`config.mk`:
```
export PLATFORM = sky130hd
export DESIGN_NAME = hrc_core_halt_run_control
export DESIGN_NICKNAME = d
export VERILOG_FILES = /design/src/common/hrc_pkg.sv /design/src/rtl/hrc_core_halt_run_control.sv /design/src/rtl/hrc_handshake.sv /design/src/rtl/hrc_sync.sv
export SDC_FILE = /design/constraint.sdc
export NUM_CORES = 1
export LEC_CHECK = 0
export BUFFER_PORTS_ARGS = -buffer_cell sky130_fd_sc_hd__buf_2
export CAP_MARGIN = 10
export CORE_UTILIZATION = 49
export CTS_CLUSTER_SIZE = 25
export DETAILED_ROUTE_END_ITERATION = 16
export PLACE_DENSITY_LB_ADDON = 0.2
export SLEW_MARGIN = 20
export SYNTH_ARGS = -nofsm -noshare
export SYNTH_HDL_FRONTEND = slang
export SYNTH_SLANG_ARGS = --single-unit
```
`constraint.sdc`:
```
create_clock -name clock_i -period 2.17 [get_ports clock_i]
set_clock_uncertainty 0.15 [all_clocks]
set_input_delay 0.3255 -clock clock_i [delete_from_list [all_inputs] [get_ports clock_i]]
set_output_delay 0.3255 -clock clock_i [all_outputs]
set_load 0.02 [all_outputs]
```
`src/common/hrc_pkg.sv`:
```
// package of constants and types for the core halt/run control block
package hrc_pkg;
  localparam int unsigned PC_W = 32;
  localparam int unsigned CAUSE_W = 3;
  localparam logic [2:0] CAUSE_TRIGGER = 3'h2;
  localparam logic [2:0] CAUSE_BREAK = 3'h1;
  localparam logic [2:0] CAUSE_HALTREQ = 3'h3;
  localparam logic [2:0] CAUSE_STEP = 3'h4;
  localparam logic [2:0] CAUSE_NONE = 3'h0;
  localparam int unsigned SYNC_STAGES = 2;

  typedef enum logic [2:0] {
    HRC_RUN = 3'b000,
    HRC_QUIESCE_SLEEP = 3'b001,
    HRC_SLEEP_HALT = 3'b010,
    HRC_QUIESCE_DEBUG = 3'b011,
    HRC_DEBUG_HALT = 3'b100,
    HRC_STEP = 3'b101
  } hrc_state_t;
endpackage : hrc_pkg

```
`src/rtl/hrc_core_halt_run_control.sv`:
```
// halt/run arbitration and sequencing for the core
`timescale 1ns/1ps
module hrc_core_halt_run_control (
  input wire logic clock_i, // core clock, ungated
  input wire logic rstn_i, // synchronous reset, active low
  input wire logic pm_halt_req_i, // manager halt request, async
  input wire logic pm_run_req_i, // manager run request, async
  input wire logic mc_halt_req_i, // controller debug halt request, async
  input wire logic mc_run_req_i, // controller debug run request, async
  input wire logic mc_reset_run_i, // start state, already synchronized
  input wire logic dbg_halt_req_i, // debugger halt request
  input wire logic dbg_resume_req_i, // debugger resume request
  input wire logic dbg_step_i, // resume carries single-step action
  input wire logic brkpt_halt_i, // software breakpoint with halt action
  input wire logic trig_halt_i, // trigger hit with halt action
  input wire logic step_done_i, // stepped instruction retired
  input wire logic fw_halt_wr_i, // firmware writes halt bit
  input wire logic dmode_reg_acc_i, // access to debug-only register
  input wire logic quiesced_i, // core quiesced
  input wire logic wake_i, // internal wake event from sleep
  input wire logic [31:0] next_pc_i, // next instruction address
  output logic pm_halt_ack_o, // manager halt acknowledge
  output logic pm_run_ack_o, // manager run acknowledge
  output logic mc_halt_ack_o, // controller halt acknowledge
  output logic mc_run_ack_o, // controller run acknowledge
  output logic halt_status_o, // core halted in sleep halt state
  output logic debug_mode_o, // core in debug mode
  output logic brkpt_status_o, // breakpoint or trigger halt hit
  output logic stall_o, // stop issuing instructions
  output logic illegal_acc_o, // debug-only access during step
  output logic [2:0] dbg_cause_o, // recorded debug cause
  output logic [31:0] dbg_pc_o // debug program counter
);
  hrc_pkg::hrc_state_t state_q;
  hrc_pkg::hrc_state_t state_d;
  logic [3:0] async_req;
  logic [3:0] sync_req;
  logic pm_halt_s;
  logic pm_run_s;
  logic mc_halt_s;
  logic mc_run_s;
  logic mc_halt_s_q;
  logic mc_run_s_q;
  logic dbg_src_q; // debugger-side halt owns debug mode
  logic dbg_src_d;
  logic mc_src_q; // controller halt owns debug mode
  logic mc_src_d;
  logic dbg_res_q; // debugger resume collected
  logic dbg_res_d;
  logic mc_res_q; // controller run collected
  logic mc_res_d;
  logic pm_pend_q; // manager halt seen and not yet run
  logic brk_q;
  logic [2:0] cause_q;
  logic [31:0] dpc_q;
  logic boot_q;
  logic illegal_q;
  logic in_debug;
  logic dbg_cause_any;
  logic sleep_cause;
  logic mc_halt_rise;
  logic mc_run_rise;
  logic resume_ok;
  logic enter_debug;
  logic exit_debug;
  logic pm_halt_done;
  logic pm_run_done;
  logic mc_halt_done;
  logic mc_run_done;
  logic [2:0] new_cause;
  logic st_run;
  logic st_sleep;
  logic st_dhalt;
  logic st_step;
  logic step_req;
  logic step_end;
  logic pm_hold;

  // all partner requests cross on the free-running clock
  assign async_req = {mc_run_req_i, mc_halt_req_i, pm_run_req_i, pm_halt_req_i};

  hrc_sync #(
    .WIDTH(4)
  ) u_sync (
    .clock_i(clock_i),
    .rstn_i(rstn_i),
    .async_i(async_req),
    .sync_o(sync_req)
  );

  assign pm_halt_s = sync_req[0];
  assign pm_run_s = sync_req[1];
  assign mc_halt_s = sync_req[2];
  assign mc_run_s = sync_req[3];
  assign mc_halt_rise = mc_halt_s & ~mc_halt_s_q;
  assign mc_run_rise = mc_run_s & ~mc_run_s_q;

  // every state that counts as debug mode, stepping included
  function automatic logic is_debug_state(input hrc_pkg::hrc_state_t st);
    return (st == hrc_pkg::HRC_QUIESCE_DEBUG) ||
           (st == hrc_pkg::HRC_DEBUG_HALT) ||
           (st == hrc_pkg::HRC_STEP);
  endfunction : is_debug_state

  // state decodes shared by sequencing, acks and status
  assign st_run = (state_q == hrc_pkg::HRC_RUN);
  assign st_sleep = (state_q == hrc_pkg::HRC_SLEEP_HALT);
  assign st_dhalt = (state_q == hrc_pkg::HRC_DEBUG_HALT);
  assign st_step = (state_q == hrc_pkg::HRC_STEP);
  assign in_debug = is_debug_state(state_q);

  // debug causes outrank sleep causes
  assign dbg_cause_any = dbg_halt_req_i | brkpt_halt_i | trig_halt_i | mc_halt_rise;
  // step blocks firmware halt; debug disregards manager halt
  assign sleep_cause = ~in_debug & (pm_halt_s | fw_halt_wr_i);
  assign enter_debug = ~in_debug & dbg_cause_any;

  assign new_cause = (trig_halt_i) ? hrc_pkg::CAUSE_TRIGGER :
                     (brkpt_halt_i) ? hrc_pkg::CAUSE_BREAK :
                     hrc_pkg::CAUSE_HALTREQ;

  // resume/run are only honoured for the source that halted
  assign dbg_res_d = dbg_res_q | (dbg_src_q & dbg_resume_req_i & ~dbg_step_i);
  assign mc_res_d = mc_res_q | (mc_src_q & mc_run_rise);
  assign dbg_src_d = dbg_src_q | (dbg_halt_req_i | brkpt_halt_i | trig_halt_i);
  assign mc_src_d = mc_src_q | mc_halt_rise;
  assign resume_ok = (~dbg_src_q | dbg_res_d) & (~mc_src_q | mc_res_d) &
                     (dbg_src_q | mc_src_q);
  // only a controller-owned exit waits for manager run; a debugger-only
  // exit goes on so a pending manager halt is honoured afterwards
  assign pm_hold = mc_src_q & pm_pend_q & ~pm_run_s;
  assign exit_debug = st_dhalt & resume_ok & ~dbg_halt_req_i & ~pm_hold;
  // stepping only while the debugger alone owns debug mode
  assign step_req = dbg_src_q & dbg_resume_req_i & dbg_step_i & ~mc_src_q;
  assign step_end = st_step & step_done_i;

  always_comb begin
    state_d = state_q;
    unique case (state_q)
      hrc_pkg::HRC_RUN: begin
        if (enter_debug) begin
          state_d = hrc_pkg::HRC_QUIESCE_DEBUG;
        end else if (sleep_cause) begin
          state_d = hrc_pkg::HRC_QUIESCE_SLEEP;
        end
      end
      hrc_pkg::HRC_QUIESCE_SLEEP: begin
        if (enter_debug) begin
          state_d = hrc_pkg::HRC_QUIESCE_DEBUG;
        end else if (quiesced_i) begin
          state_d = hrc_pkg::HRC_SLEEP_HALT;
        end
      end
      hrc_pkg::HRC_SLEEP_HALT: begin
        if (enter_debug) begin
          state_d = hrc_pkg::HRC_QUIESCE_DEBUG;
        end else if (pm_run_s | wake_i) begin
          state_d = hrc_pkg::HRC_RUN;
        end
      end
      hrc_pkg::HRC_QUIESCE_DEBUG: begin
        if (quiesced_i) begin
          state_d = hrc_pkg::HRC_DEBUG_HALT;
        end
      end
      hrc_pkg::HRC_DEBUG_HALT: begin
        if (exit_debug) begin
          state_d = hrc_pkg::HRC_RUN;
        end else if (step_req) begin
          state_d = hrc_pkg::HRC_STEP; // controller halt ignores stepping
        end
      end
      hrc_pkg::HRC_STEP: begin
        if (step_done_i) begin
          state_d = hrc_pkg::HRC_DEBUG_HALT;
        end
      end
      default: begin
        state_d = hrc_pkg::HRC_RUN;
      end
    endcase
  end

  always_ff @(posedge clock_i) begin
    if (!rstn_i) begin
      state_q <= hrc_pkg::HRC_RUN;
      boot_q <= 1'b1;
    end else if (boot_q) begin
      boot_q <= 1'b0;
      // start state caught after release, input presynchronized
      state_q <= mc_reset_run_i ? hrc_pkg::HRC_RUN : hrc_pkg::HRC_DEBUG_HALT;
    end else begin
      state_q <= state_d;
    end
  end

  always_ff @(posedge clock_i) begin
    if (!rstn_i) begin
      dbg_src_q <= 1'b0;
      mc_src_q <= 1'b0;
      dbg_res_q <= 1'b0;
      mc_res_q <= 1'b0;
    end else if (boot_q) begin
      mc_src_q <= ~mc_reset_run_i; // debug entry from reset owned by controller
    end else if (exit_debug) begin
      dbg_src_q <= 1'b0; // source bits clear on debug exit
      mc_src_q <= 1'b0;
      dbg_res_q <= 1'b0;
      mc_res_q <= 1'b0;
    end else if (in_debug | enter_debug) begin
      dbg_src_q <= dbg_src_d;
      mc_src_q <= mc_src_d;
      dbg_res_q <= dbg_res_d & ~dbg_halt_req_i;
      mc_res_q <= mc_res_d;
    end
  end

  always_ff @(posedge clock_i) begin
    if (!rstn_i) begin
      mc_halt_s_q <= 1'b0;
      mc_run_s_q <= 1'b0;
      pm_pend_q <= 1'b0;
      brk_q <= 1'b0;
      cause_q <= hrc_pkg::CAUSE_NONE;
      dpc_q <= 32'h0000_0000;
      illegal_q <= 1'b0;
    end else begin
      mc_halt_s_q <= mc_halt_s;
      mc_run_s_q <= mc_run_s;
      // manager halt remembered so controller run can wait on it
      if (pm_run_s) begin
        pm_pend_q <= 1'b0;
      end else if (pm_halt_s) begin
        pm_pend_q <= 1'b1;
      end
      if (enter_debug) begin
        cause_q <= new_cause;
        dpc_q <= next_pc_i;
      end else if (step_end) begin
        cause_q <= hrc_pkg::CAUSE_STEP;
        dpc_q <= next_pc_i;
      end
      // set wins over the exit clear
      if (brkpt_halt_i | trig_halt_i) begin
        brk_q <= 1'b1;
      end else if (exit_debug) begin
        brk_q <= 1'b0;
      end
      illegal_q <= (state_q == hrc_pkg::HRC_STEP) & dmode_reg_acc_i;
    end
  end

  assign pm_halt_done = st_sleep;
  assign pm_run_done = st_run;
  assign mc_halt_done = st_dhalt;
  assign mc_run_done = st_run;

  hrc_handshake u_pm_halt (
    .clock_i(clock_i),
    .rstn_i(rstn_i),
    .req_i(pm_halt_s),
    .done_i(pm_halt_done),
    .ack_o(pm_halt_ack_o)
  );

  hrc_handshake u_pm_run (
    .clock_i(clock_i),
    .rstn_i(rstn_i),
    .req_i(pm_run_s),
    .done_i(pm_run_done),
    .ack_o(pm_run_ack_o)
  );

  hrc_handshake u_mc_halt (
    .clock_i(clock_i),
    .rstn_i(rstn_i),
    .req_i(mc_halt_s),
    .done_i(mc_halt_done),
    .ack_o(mc_halt_ack_o)
  );

  hrc_handshake u_mc_run (
    .clock_i(clock_i),
    .rstn_i(rstn_i),
    .req_i(mc_run_s),
    .done_i(mc_run_done),
    .ack_o(mc_run_ack_o)
  );

  assign halt_status_o = st_sleep;
  assign debug_mode_o = in_debug;
  assign brkpt_status_o = brk_q;
  assign stall_o = ~st_run & ~st_step;
  assign illegal_acc_o = illegal_q;
  assign dbg_cause_o = cause_q;
  assign dbg_pc_o = dpc_q;
endmodule : hrc_core_halt_run_control

```
`src/rtl/hrc_handshake.sv`:
```
// four-phase acknowledge generator for one request line
`timescale 1ns/1ps
module hrc_handshake (
  input wire logic clock_i, // core clock
  input wire logic rstn_i, // synchronous reset, active low
  input wire logic req_i, // synchronized request level
  input wire logic done_i, // requested action complete
  output logic ack_o // acknowledge, held until request falls
);
  logic ack_q;
  logic ack_d;

  // ack rises once done while request high, falls after request low
  assign ack_d = req_i & (ack_q | done_i);

  always_ff @(posedge clock_i) begin
    if (!rstn_i) begin
      ack_q <= 1'b0;
    end else begin
      ack_q <= ack_d;
    end
  end

  assign ack_o = ack_q;
endmodule : hrc_handshake

```
`src/rtl/hrc_sync.sv`:
```
// two-flop level synchronizer bank
`timescale 1ns/1ps
module hrc_sync #(
  parameter int unsigned WIDTH = 1
) (
  input wire logic clock_i, // free-running core clock
  input wire logic rstn_i, // synchronous reset, active low
  input wire logic [WIDTH-1:0] async_i, // asynchronous levels
  output logic [WIDTH-1:0] sync_o // levels in core domain
);
  logic [WIDTH-1:0] meta_q;
  logic [WIDTH-1:0] sync_q;

  // first stage is read only by the second
  always_ff @(posedge clock_i) begin
    if (!rstn_i) begin
      meta_q <= '0;
      sync_q <= '0;
    end else begin
      meta_q <= async_i;
      sync_q <= meta_q;
    end
  end

  assign sync_o = sync_q;
endmodule : hrc_sync
```
==> results of run 1 <==
-- worst reg2reg max path, stage by stage, from the launching register on --
cell	delay, ps
sky130_fd_sc_hd__dfxtp_1	620
sky130_fd_sc_hd__and3b_1	300
sky130_fd_sc_hd__nor2_1	70
sky130_fd_sc_hd__a21oi_1	230
sky130_fd_sc_hd__nand4b_1	140
sky130_fd_sc_hd__a211oi_1	250
-- where the power goes --
group	internal, mW	switching, mW	leakage, nW	total (mW)
sequential	1.19	0.0636	0.496	1.26
clock	0.596	0.390	0.0979	0.987
combinational	0.243	0.310	0.938	0.552
-- cells in the mapped netlist, types with 2 or more instances --
| cell type | count | area, µm² |
|---|---|---|
| sky130_fd_sc_hd__o21ai_0 | 5 | 25.0 |
| sky130_fd_sc_hd__o211a_1 | 2 | 20.0 |
| sky130_fd_sc_hd__buf_12 | 3 | 60.1 |
| sky130_fd_sc_hd__a21oi_1 | 2 | 10.0 |
| sky130_fd_sc_hd__nand4b_1 | 2 | 17.5 |
| sky130_fd_sc_hd__dfxtp_1 | 60 | 1200 |
| sky130_fd_sc_hd__a31oi_1 | 2 | 12.5 |
| sky130_fd_sc_hd__clkbuf_1 | 9 | 33.8 |
| sky130_fd_sc_hd__a22oi_1 | 2 | 15.0 |
| sky130_fd_sc_hd__buf_4 | 2 | 15.0 |
| sky130_fd_sc_hd__nand2b_1 | 8 | 50.1 |
| sky130_fd_sc_hd__mux2i_1 | 34 | 340 |
| sky130_fd_sc_hd__o22ai_1 | 2 | 12.5 |
| sky130_fd_sc_hd__nor2b_1 | 3 | 18.8 |
| sky130_fd_sc_hd__inv_1 | 7 | 26.3 |
| sky130_fd_sc_hd__nand2_1 | 71 | 267 |
| sky130_fd_sc_hd__o21a_1 | 2 | 15.0 |
| sky130_fd_sc_hd__a211o_1 | 2 | 17.5 |
| sky130_fd_sc_hd__and2_1 | 11 | 68.8 |
| sky130_fd_sc_hd__nor3_1 | 3 | 15.0 |
| sky130_fd_sc_hd__nor2_1 | 15 | 56.3 |
| sky130_fd_sc_hd__a211oi_1 | 2 | 15.0 |
-- flip-flops by register name, indices dropped and copies added, names as in the netlist --
| name | count |
|---|---|
| dbg_src_q | 1 |
| u_sync.sync_o | 4 |
| u_pm_run.ack_o | 1 |
| u_mc_run.ack_o | 1 |
| mc_run_s_q | 1 |
| u_sync.meta_q | 4 |
| mc_src_q | 1 |
| dbg_pc_o | 32 |
| brkpt_status_o | 1 |
| dbg_res_q | 1 |
| illegal_acc_o | 1 |
| state_q | 3 |
| dbg_cause_o | 3 |
| boot_q | 1 |
| u_pm_halt.ack_o | 1 |
| mc_res_q | 1 |
| u_mc_halt.ack_o | 1 |
| mc_halt_s_q | 1 |
| pm_pend_q | 1 |
-- cell families (layout without fill, tap and decap cells) --
| logic type | after synthesis | count (layout) | share of synthesized area (%) |
|---|---|---|---|
| AND/OR/NAND/NOR | 122 | 122 | 22.5 |
| flip-flops | 60 | 60 | 47.2 |
| multiplexers | 35 | 35 | 13.9 |
| AO/OA/AOI/OAI | 33 | 33 | 10.3 |
| buffers and inverters | 23 | 120 | 5.66 |
| XOR/XNOR | 1 | 1 | 0.344 |
-- layout make-up --
class | instances | area [µm²] | share of cell area [%]
sequential | 60 | 1200 | 37.1
multi-input combinational | 191 | 1200 | 37.0
timing repair buffer | 97 | 536 | 16.5
clock buffer | 15 | 166 | 5.13
tap | 67 | 83.8 | 2.59
clock inverter | 1 | 30.0 | 0.926
inverter | 7 | 26.3 | 0.810
-- final timing paths --
kind,endpoint,slack [ps],cells past startpoint,start
hold / removal,mc_src_q$_SDFFE_PN0P_,70,2,mc_reset_run_i
hold reg to reg,u_sync.sync_o[2]$_SDFF_PN0_,280,1,u_sync.meta_q[2]$_SDFF_PN0_
setup reg to reg,dbg_res_q$_SDFFE_PN0P_,330,5,state_q[0]$_SDFFE_PN0P_
setup / recovery,debug_mode_o,170,4,state_q[0]$_SDFFE_PN0P_
-- per-layer routing --
layer / share of wire (%) / vias to the layer above / track usage [%] / routed length (µm)
met5: 0 / - / 0 / 0
met4: 1.1 / 0 / 9.62 / 58
met3: 5.5 / 6 / 6.37 / 281
met2: 45 / 65 / 29.6 / 2310
met1: 48 / 972 / 24.4 / 2450
li1: - / 1102 / - / -
==> results.tsv, run 1 <==
metric	value	unit
status	complete, no violations	
clock_tree_from_tritoncts	done	
port-buffer-count	92	
dieHeight	74.1	µm
max_clock_freq	500	MHz
final_min_period_over_clock_period	92.2	%
antenna_cells_inserted	0	
synth_async_sr_flop_share	0	%
gp_congestion	0.848	
path_delay_family	flip-flops	
most_used_cells_in_the_layout_excluding_fill_and_tap_cells	92 x sky130_fd_sc_hd__buf_2, 71 x sky130_fd_sc_hd__nand2_1, 60 x sky130_fd_sc_hd__dfxtp_1	
synthesis.area	2540	µm²
slew-limit-headroom	67.6	%
critPathArrivalTime	1520	ps
synth_top_flop_cell	sky130_fd_sc_hd__dfxtp_1	
synth.avg_cell_area	9.28	µm²
path_clk_slew	70	ps
initial_utilization	52.5	%
timing.critical_path.from_type	flop	
cts.sink_count	60	
path_cells	and3b_1 > nor2_1 > inv_1 > buf_2	
detail_route.iter0.violations	115	
firstDrtPassIters	4	
io_pins	93	
placed_instance_area	3050	µm²
maxSlewViolCount	0	
maximum_single_stage_delay_on_the_critical_path	620	ps
max_cap_viol_count	0	
groute.usage.overall	19.3	%
vias_per_cell	4.90	
setup-tns-final	0	ps
max_slew.worst_pin.slew	486	ps
mappedNetlistNets	323	
powerDensity	862	nW/µm²
num-fill-cells	405	
placeableCoreArea	4850	µm²
setup_slack	170	ps
final_hold_violating_endpoints	0	
fp.dieArea	5480	µm²
critical_path_required	1690	ps
grt_pass1_vias	1875	
dpl.cell_count	422	
cts.root.buffer_cell	sky130_fd_sc_hd__clkbuf_8	
holdWs	66.8	ps
dpl.hpwl	3.59	mm
timing.setup.critical_path_class	flop to output pin	
timing.critical_path.buf_inv	2	
clock_latency	320	ps
layout.core_utilization	66.9	%
critical-path-slowest-cell	sky130_fd_sc_hd__dfxtp_1	
post_drt_wl_per_cell	11.6	µm
final-instance-count-excl-fill	438	
synth.ff_latch_count	60	
die-width	74.1	µm
synth_cells	274	
fin_total_pwr	2.80	mW
wire_length_of_the_first_global_routing_pass	8.05	mm
clock_tree_buf_depth	2	
number_of_warning_messages_in_the_yosys_log	0	
synth_edf_count	0	
nets	415	
ant_nets	0	
globalRoute.totalOverflow	0	
worst_setup_path_end_kind	output pin	
grt_max_degree	70	
cts_buf_count	9	
finalWorstPathRequiredPeriod	2000	ps
grt_antenna_before_repair	0	
finalWirelength	5.10	mm
min-delay-path-class	input pin to flop	
unrepaired_setup_endpoints_after_global_routing	no	
cts-hold-fix-buffers	0	
vdd.ir_drop.worst	0.000474	V
rows	25	
total_number_of_vias	2145	
drc_errors_left	0	
yosys.cell_types.count	47	
setup_failing_eps_final	0	
cts.repair.resized	0	
pre_cts_ws	302	ps
htree_num_levels	3	
synth_seq_area_share	47.2	%
postCtsSetupRepairBufs	0	
area_growth_syn_to_layout	27.4	%
worst-path-max-fanout	16	
final_area	3240	µm²
layout.cells.most_common	sky130_fd_sc_hd__buf_2	
total_leakage_power	1.53	nW
post_route_cells_drive_above_1_share	32.1	%
No activity file was read; power rests on OpenSTA's default activity.
==> run 2, diff against run 1 <==
- BUFFER_PORTS_ARGS: -buffer_cell sky130_fd_sc_hd__buf_2 -> -buffer_cell sky130_fd_sc_hd__clkbuf_2
==> run 2 against run 1 <==
  * Register-to-register slack worse by 50 ps
  * Flip-flop and latch count is the same
  * Clock power is 13% lower
  * Design area is 1.2% lower
  * Sequential share of layout area grew 0.46 points
  * Worst setup slack lost 17 ps
  * Utilization shrank 0.83 points
  * Cell count unchanged
  * Non-clock buffer count unchanged
  * Total power fell by 5.0%
  * Wire length is 0.98% higher
  * Critical endpoint unchanged
  * Largest cell class unchanged
==> results.tsv, run 2 (synthesis results as in run 1) <==
metric	value	unit	change
detail_route.iter0.violations	81		was 115
post_route_cells_drive_above_1_share	32.9	%	was 32.1%
critical_path_required	1690	ps	about the same
layout.cells.most_common	sky130_fd_sc_hd__clkbuf_2		was sky130_fd_sc_hd__buf_2
setup_failing_eps_final	0		unchanged
grt_antenna_before_repair	0		unchanged
placeableCoreArea	4850	µm²	unchanged
grt_max_degree	41		was 70
port-buffer-count	92		unchanged
power.share.switching	29.9	%	was 27.3%
clock_tree_from_tritoncts	done		unchanged
cts-hold-fix-buffers	0		unchanged
worst_setup_path_end_kind	output pin		unchanged
antenna_cells_inserted	0		unchanged
max_slew.worst_pin.slew	480	ps	was 486 ps
post_drt_wl_per_cell	11.8	µm	was 11.6 µm
fp.dieArea	5480	µm²	unchanged
pwr-share-clk	32.2	%	was 35.3%
worst-path-max-fanout	11		was 16
maximum_single_stage_delay_on_the_critical_path	590	ps	was 620 ps
io_pins	93		unchanged
grt_pass1_vias	1916		was 1875
comb_power_share	20.2	%	was 19.8%
finalWirelength	5.15	mm	was 5.10 mm
area_growth_syn_to_layout	25.9	%	was 27.4%
path_clk_slew	70	ps	about the same
cts.repair.resized	0		unchanged
timing.critical_path.from_type	flop		unchanged
num-fill-cells	417		was 405
clock_latency	330	ps	was 320 ps
max_clock_freq	496	MHz	was 500 MHz
multi_input_gate_area_in_the_final_layout	1200	µm²	unchanged
powerDensity	829	nW/µm²	was 862 nW/µm²
initial_utilization	52.5	%	unchanged
max_cap_viol_count	0		unchanged
die-width	74.1	µm	unchanged
drc_errors_left	0		unchanged
vdd.ir_drop.worst	0.000411	V	was 0.000474 V
htree_num_levels	3		unchanged
firstDrtPassIters	4		unchanged
rows	25		unchanged
final_min_period_over_clock_period	92.9	%	was 92.2%
fin_total_pwr	2.66	mW	was 2.80 mW
cts.root.buffer_cell	sky130_fd_sc_hd__clkbuf_8		unchanged
timing.setup.critical_path_class	flop to output pin		unchanged
gp_congestion	0.870		was 0.848
clock_tree_buf_depth	2		unchanged
status	complete, no violations		unchanged
internal_power_of_the_cells	1.86	mW	was 2.03 mW
largest_register_ffs	32		unchanged
total_leakage_power	1.51	nW	was 1.53 nW
dieHeight	74.1	µm	unchanged
min-delay-path-class	input pin to flop		unchanged
cts.sink_count	60		unchanged
slew-limit-headroom	68.0	%	was 67.6%
groute.usage.overall	19.6	%	was 19.3%
vias_per_cell	4.93		was 4.90
critical-path-slowest-cell	sky130_fd_sc_hd__dfxtp_1		unchanged
unrepaired_setup_endpoints_after_global_routing	no		unchanged
critPathArrivalTime	1540	ps	was 1520 ps
most_used_cells_in_the_layout_excluding_fill_and_tap_cells	92 x sky130_fd_sc_hd__clkbuf_2, 71 x sky130_fd_sc_hd__nand2_1, 60 x sky130_fd_sc_hd__dfxtp_1		was 92 x sky130_fd_sc_hd__buf_2, 71 x sky130_fd_sc_hd__nand2_1, 60 x sky130_fd_sc_hd__dfxtp_1
power.sequential.fraction	47.5	%	was 44.9%
wire_length_of_the_first_global_routing_pass	8.11	mm	was 8.05 mm
nets	415		unchanged
final_hold_violating_endpoints	0		unchanged
ant_nets	0		unchanged
cts_buf_count	9		unchanged
dpl.hpwl	3.65	mm	was 3.59 mm
globalRoute.totalOverflow	0		unchanged
path_cells	nor2b_2 > nor2_1 > inv_1 > clkbuf_2		was and3b_1 > nor2_1 > inv_1 > buf_2
net-switching-power	793	µW	was 764 µW
maxSlewViolCount	0		unchanged
total_number_of_vias	2158		was 2145
setup-tns-final	0	ps	unchanged
postCtsSetupRepairBufs	0		unchanged
final-seq-area	1200	µm²	unchanged
finalWorstPathRequiredPeriod	2020	ps	was 2000 ps
run 2: metal layers:
| metal | vias to the layer above | global-route usage, % | share of wire [%] |
|---|---|---|---|
| li1 | 1107 | - | - |
| met3 | 13 | 7.59 | 8.8 |
| met5 | - | 0 | 0 |
| met2 | 77 | 29.9 | 46 |
| met1 | 961 | 24.1 | 43 |
| met4 | 0 | 10.0 | 1.9 |
run 2: cell type report:
type / count / area share, %
Tap cell: 67 / 2.62
Timing Repair Buffer: 97 / 16.3
Sequential cell: 60 / 37.5
Clock inverter: 5 / 0.860
Clock buffer: 11 / 4.42
Multi-Input combinational cell: 191 / 37.4
Inverter: 7 / 0.821
run 2: worst paths after layout:
kind                                                  start                          end  slack [ps]  cells after the start
worst min register to register  u_sync.meta_q[2]$_SDFF_PN0_  u_sync.sync_o[2]$_SDFF_PN0_         280                      1
worst min-delay path                           pm_run_req_i  u_sync.meta_q[1]$_SDFF_PN0_          50                      2
worst max-delay path                state_q[2]$_SDFFE_PN0P_                 debug_mode_o         150                      4
worst max register to register      state_q[2]$_SDFFE_PN0P_  brkpt_status_o$_SDFFE_PN0P_         280                      5
run 2: stage by stage:
step                      instances  worst slack, ps  hold WS, ps  util [%]  instance area (µm²)
after floorplan                 274              351          262         -                 2540
after global placement          422              309          263      62.6                 3030
after detailed placement        422              245          273      62.6                 3030
after CTS                       438              149         41.5      66.0                 3200
after global routing            438             39.7         46.9      66.0                 3200
final                           438              154         52.2      66.0                 3200
run 2: worst max-delay path, delay by kind of cell (launching register included):
kind	cells	cell delay, ps
flops	1	590
buf+inv	2	220
simple gates	2	410
run 2: power by group through the flow:
stage | Combinational [mW] | Clock [mW] | Sequential [mW]
after detailed placement | 0.542 | 0 | 1.29
after global routing | 0.586 | 0.933 | 1.28
after CTS | 0.544 | 0.880 | 1.26
after global placement | 0.533 | 0 | 1.28
after floorplan | 0.324 | 0 | 1.35
final | 0.537 | 0.855 | 1.26
==> run 3, diff against run 2 <==
- CELL_PAD_IN_SITES_DETAIL_PLACEMENT: default -> 2
- CELL_PAD_IN_SITES_GLOBAL_PLACEMENT: default -> 2
- CORE_UTILIZATION: 49 -> 28
- SETUP_SLACK_MARGIN: default -> 0.15
==> run 3 against run 2 <==
  * Via count increased by 4.3%
  * Register-to-register slack improved by 30 ps
  * First-iteration DRC count decreased by 16%
  * Non-clock buffer count increased by 3
  * Cell count increased by 10%
  * Die area increased by 73%
  * Largest cell class is now multi-input combinational cells
  * Critical path depth unchanged
  * Critical endpoint unchanged
  * Utilization decreased by 28 points
==> results.tsv, run 3 (synthesis results as in run 1) <==
metric	value	unit	change
critical_path.endpoint	debug_mode_o		unchanged
path_cells	and3b_1 > nor2_1 > inv_1 > clkbuf_2		was nor2b_2 > nor2_1 > inv_1 > clkbuf_2
clock_tree_buf_depth	2		unchanged
groute.usage.overall	15.3	%	was 19.6%
holdWs	55.2	ps	was 52.2 ps
antenna_cells_inserted	0		unchanged
detail_route.iter0.violations	68		was 81
finalWirelength	6.88	mm	was 5.15 mm
max_clock_freq	531	MHz	was 496 MHz
dpl.cell_count	466		was 422
final_hold_violating_endpoints	0		unchanged
finalWorstPathRequiredPeriod	1880	ps	was 2020 ps
ant_nets	0		unchanged
htree_num_levels	3		unchanged
gp_congestion	0.706		was 0.870
die-width	97.3	µm	was 74.1 µm
power.share.switching	28.3	%	was 29.9%
pwr-share-clk	37.8	%	was 32.2%
most_used_cells_in_the_layout_excluding_fill_and_tap_cells	92 x sky130_fd_sc_hd__clkbuf_2, 71 x sky130_fd_sc_hd__nand2_1, 59 x sky130_fd_sc_hd__dfxtp_1		was 92 x sky130_fd_sc_hd__clkbuf_2, 71 x sky130_fd_sc_hd__nand2_1, 60 x sky130_fd_sc_hd__dfxtp_1
final_area	3340	µm²	was 3200 µm²
min-delay-path-class	input pin to flop		unchanged
area_growth_syn_to_layout	31.4	%	was 25.9%
port-buffer-count	92		unchanged
final-instance-count-excl-fill	482		was 438
rr_worst_depth	6		was 5
drc_errors_left	0		unchanged
clock_latency	320	ps	was 330 ps
cts.root.buffer_cell	sky130_fd_sc_hd__clkbuf_8		unchanged
path_delay_family	flip-flops		unchanged
cts-hold-fix-buffers	0		unchanged
worst-path-max-fanout	6		was 11
vdd.ir_drop.worst	0.000256	V	was 0.000411 V
firstDrtPassIters	4		unchanged
grt_max_degree	55		was 41
final_min_period_over_clock_period	86.9	%	was 92.9%
post_drt_wl_per_cell	14.3	µm	was 11.8 µm
powerDensity	881	nW/µm²	was 829 nW/µm²
setup-tns-final	0	ps	unchanged
critical-path-slowest-cell	sky130_fd_sc_hd__dfxtp_1		unchanged
net-switching-power	833	µW	was 793 µW
placeableCoreArea	8760	µm²	was 4850 µm²
critical_path_required	1690	ps	about the same
cts.sink_count	60		unchanged
setup_failing_eps_final	0		unchanged
timing.critical_path.from_type	flop		unchanged
setup.worst_path.start	state_q[2]$_SDFFE_PN0P_		unchanged
maxSlewViolCount	0		unchanged
vias_per_cell	4.67		was 4.93
layout.core_utilization	38.1	%	was 66.0%
fp.dieArea	9470	µm²	was 5480 µm²
initial_utilization	29.0	%	was 52.5%
cp.depth	4		unchanged
timing.setup.critical_path_class	flop to output pin		unchanged
reg2reg_slack	310	ps	was 280 ps
power.sequential.fraction	42.9	%	was 47.5%
internal_power_of_the_cells	2.11	mW	was 1.86 mW
globalRoute.totalOverflow	0		unchanged
worst_setup_path_end_kind	output pin		unchanged
unrepaired_setup_endpoints_after_global_routing	no		unchanged
status	complete, no violations		unchanged
post_route_cells_drive_above_1_share	34.0	%	was 32.9%
r2r-start	state_q[1]$_SDFFE_PN0P_		was state_q[2]$_SDFFE_PN0P_
max_cap_viol_count	0		unchanged
layout.cells.most_common	sky130_fd_sc_hd__clkbuf_2		unchanged
largest_register_ffs	32		unchanged
cts_buf_count	9		unchanged
comb_power_share	19.4	%	was 20.2%
hp-start	pm_run_req_i		unchanged
timing.critical_path.buf_inv	2		unchanged
clock_tree_from_tritoncts	done		unchanged
rows	34		was 25
total_leakage_power	1.54	nW	was 1.51 nW
max_slew.worst_pin.slew	410	ps	was 480 ps
maximum_single_stage_delay_on_the_critical_path	480	ps	was 590 ps
critPathArrivalTime	1410	ps	was 1540 ps
pre_cts_ws	242	ps	was 245 ps
fin_total_pwr	2.94	mW	was 2.66 mW
nets	418		was 415
placed_instance_area	3110	µm²	was 3030 µm²
dieHeight	97.3	µm	was 74.1 µm
slew-limit-headroom	72.7	%	was 68.0%
total_number_of_vias	2250		was 2158
rr_endpoint	state_q[1]$_SDFFE_PN0P_		was brkpt_status_o$_SDFFE_PN0P_
grt_antenna_before_repair	0		unchanged
path_clk_slew	70	ps	about the same
wire_length_of_the_first_global_routing_pass	11.5	mm	was 8.11 mm
io_pins	93		unchanged
setup_slack	285	ps	was 154 ps
dpl.hpwl	5.10	mm	was 3.65 mm
grt_pass1_vias	2315		was 1916
run 3: routing by layer:
layer  GRT usage, %  vias to the layer above  share of wire (%)
met5              0                        -                  0
met4           6.45                        0                1.3
met3           3.45                        8                5.0
met2           25.6                       53                 49
met1           19.0                     1088                 45
li1               -                     1101                  -
run 3: worst min path at each step:
stage / cells after the start / slack [ps] / end
6_report: 2 / 60 / u_sync.meta_q[1]$_SDFF_PN0_
5_1_grt: 2 / 40 / u_sync.meta_q[3]$_SDFF_PN0_
4_1_cts: 2 / 30 / u_sync.meta_q[3]$_SDFF_PN0_
3_5_place_dp: 1 / 270 / u_sync.sync_o[0]$_SDFF_PN0_
3_3_place_gp: 1 / 260 / u_sync.sync_o[3]$_SDFF_PN0_
2_1_floorplan: 1 / 260 / u_sync.sync_o[0]$_SDFF_PN0_
run 3: power by group through the flow:
stage	registers (mW)	clock network (mW)	logic [mW]
2_1_floorplan	1.35	0	0.324
3_3_place_gp	1.28	0	0.563
3_5_place_dp	1.28	0	0.578
4_1_cts	1.26	1.16	0.581
5_1_grt	1.28	1.20	0.626
6_report	1.26	1.11	0.570
run 3: repair_timing:
action / CTS / global route
pin swaps: 0 / 0
buffers inserted: 0 / 0
resized for setup: 1 / 3
endpoints found under the setup margin: 1 / 3
run 3: final cells by class:
class / instances / area (µm²)
flip-flops and latches: 60 / 1200
repair buffers: 100 / 546
clock inverters: 4 / 72.6
well taps: 108 / 135
inverters: 7 / 26.3
multi-input cells: 191 / 1220
fillers: 1040 / 5420
clock buffers: 12 / 145
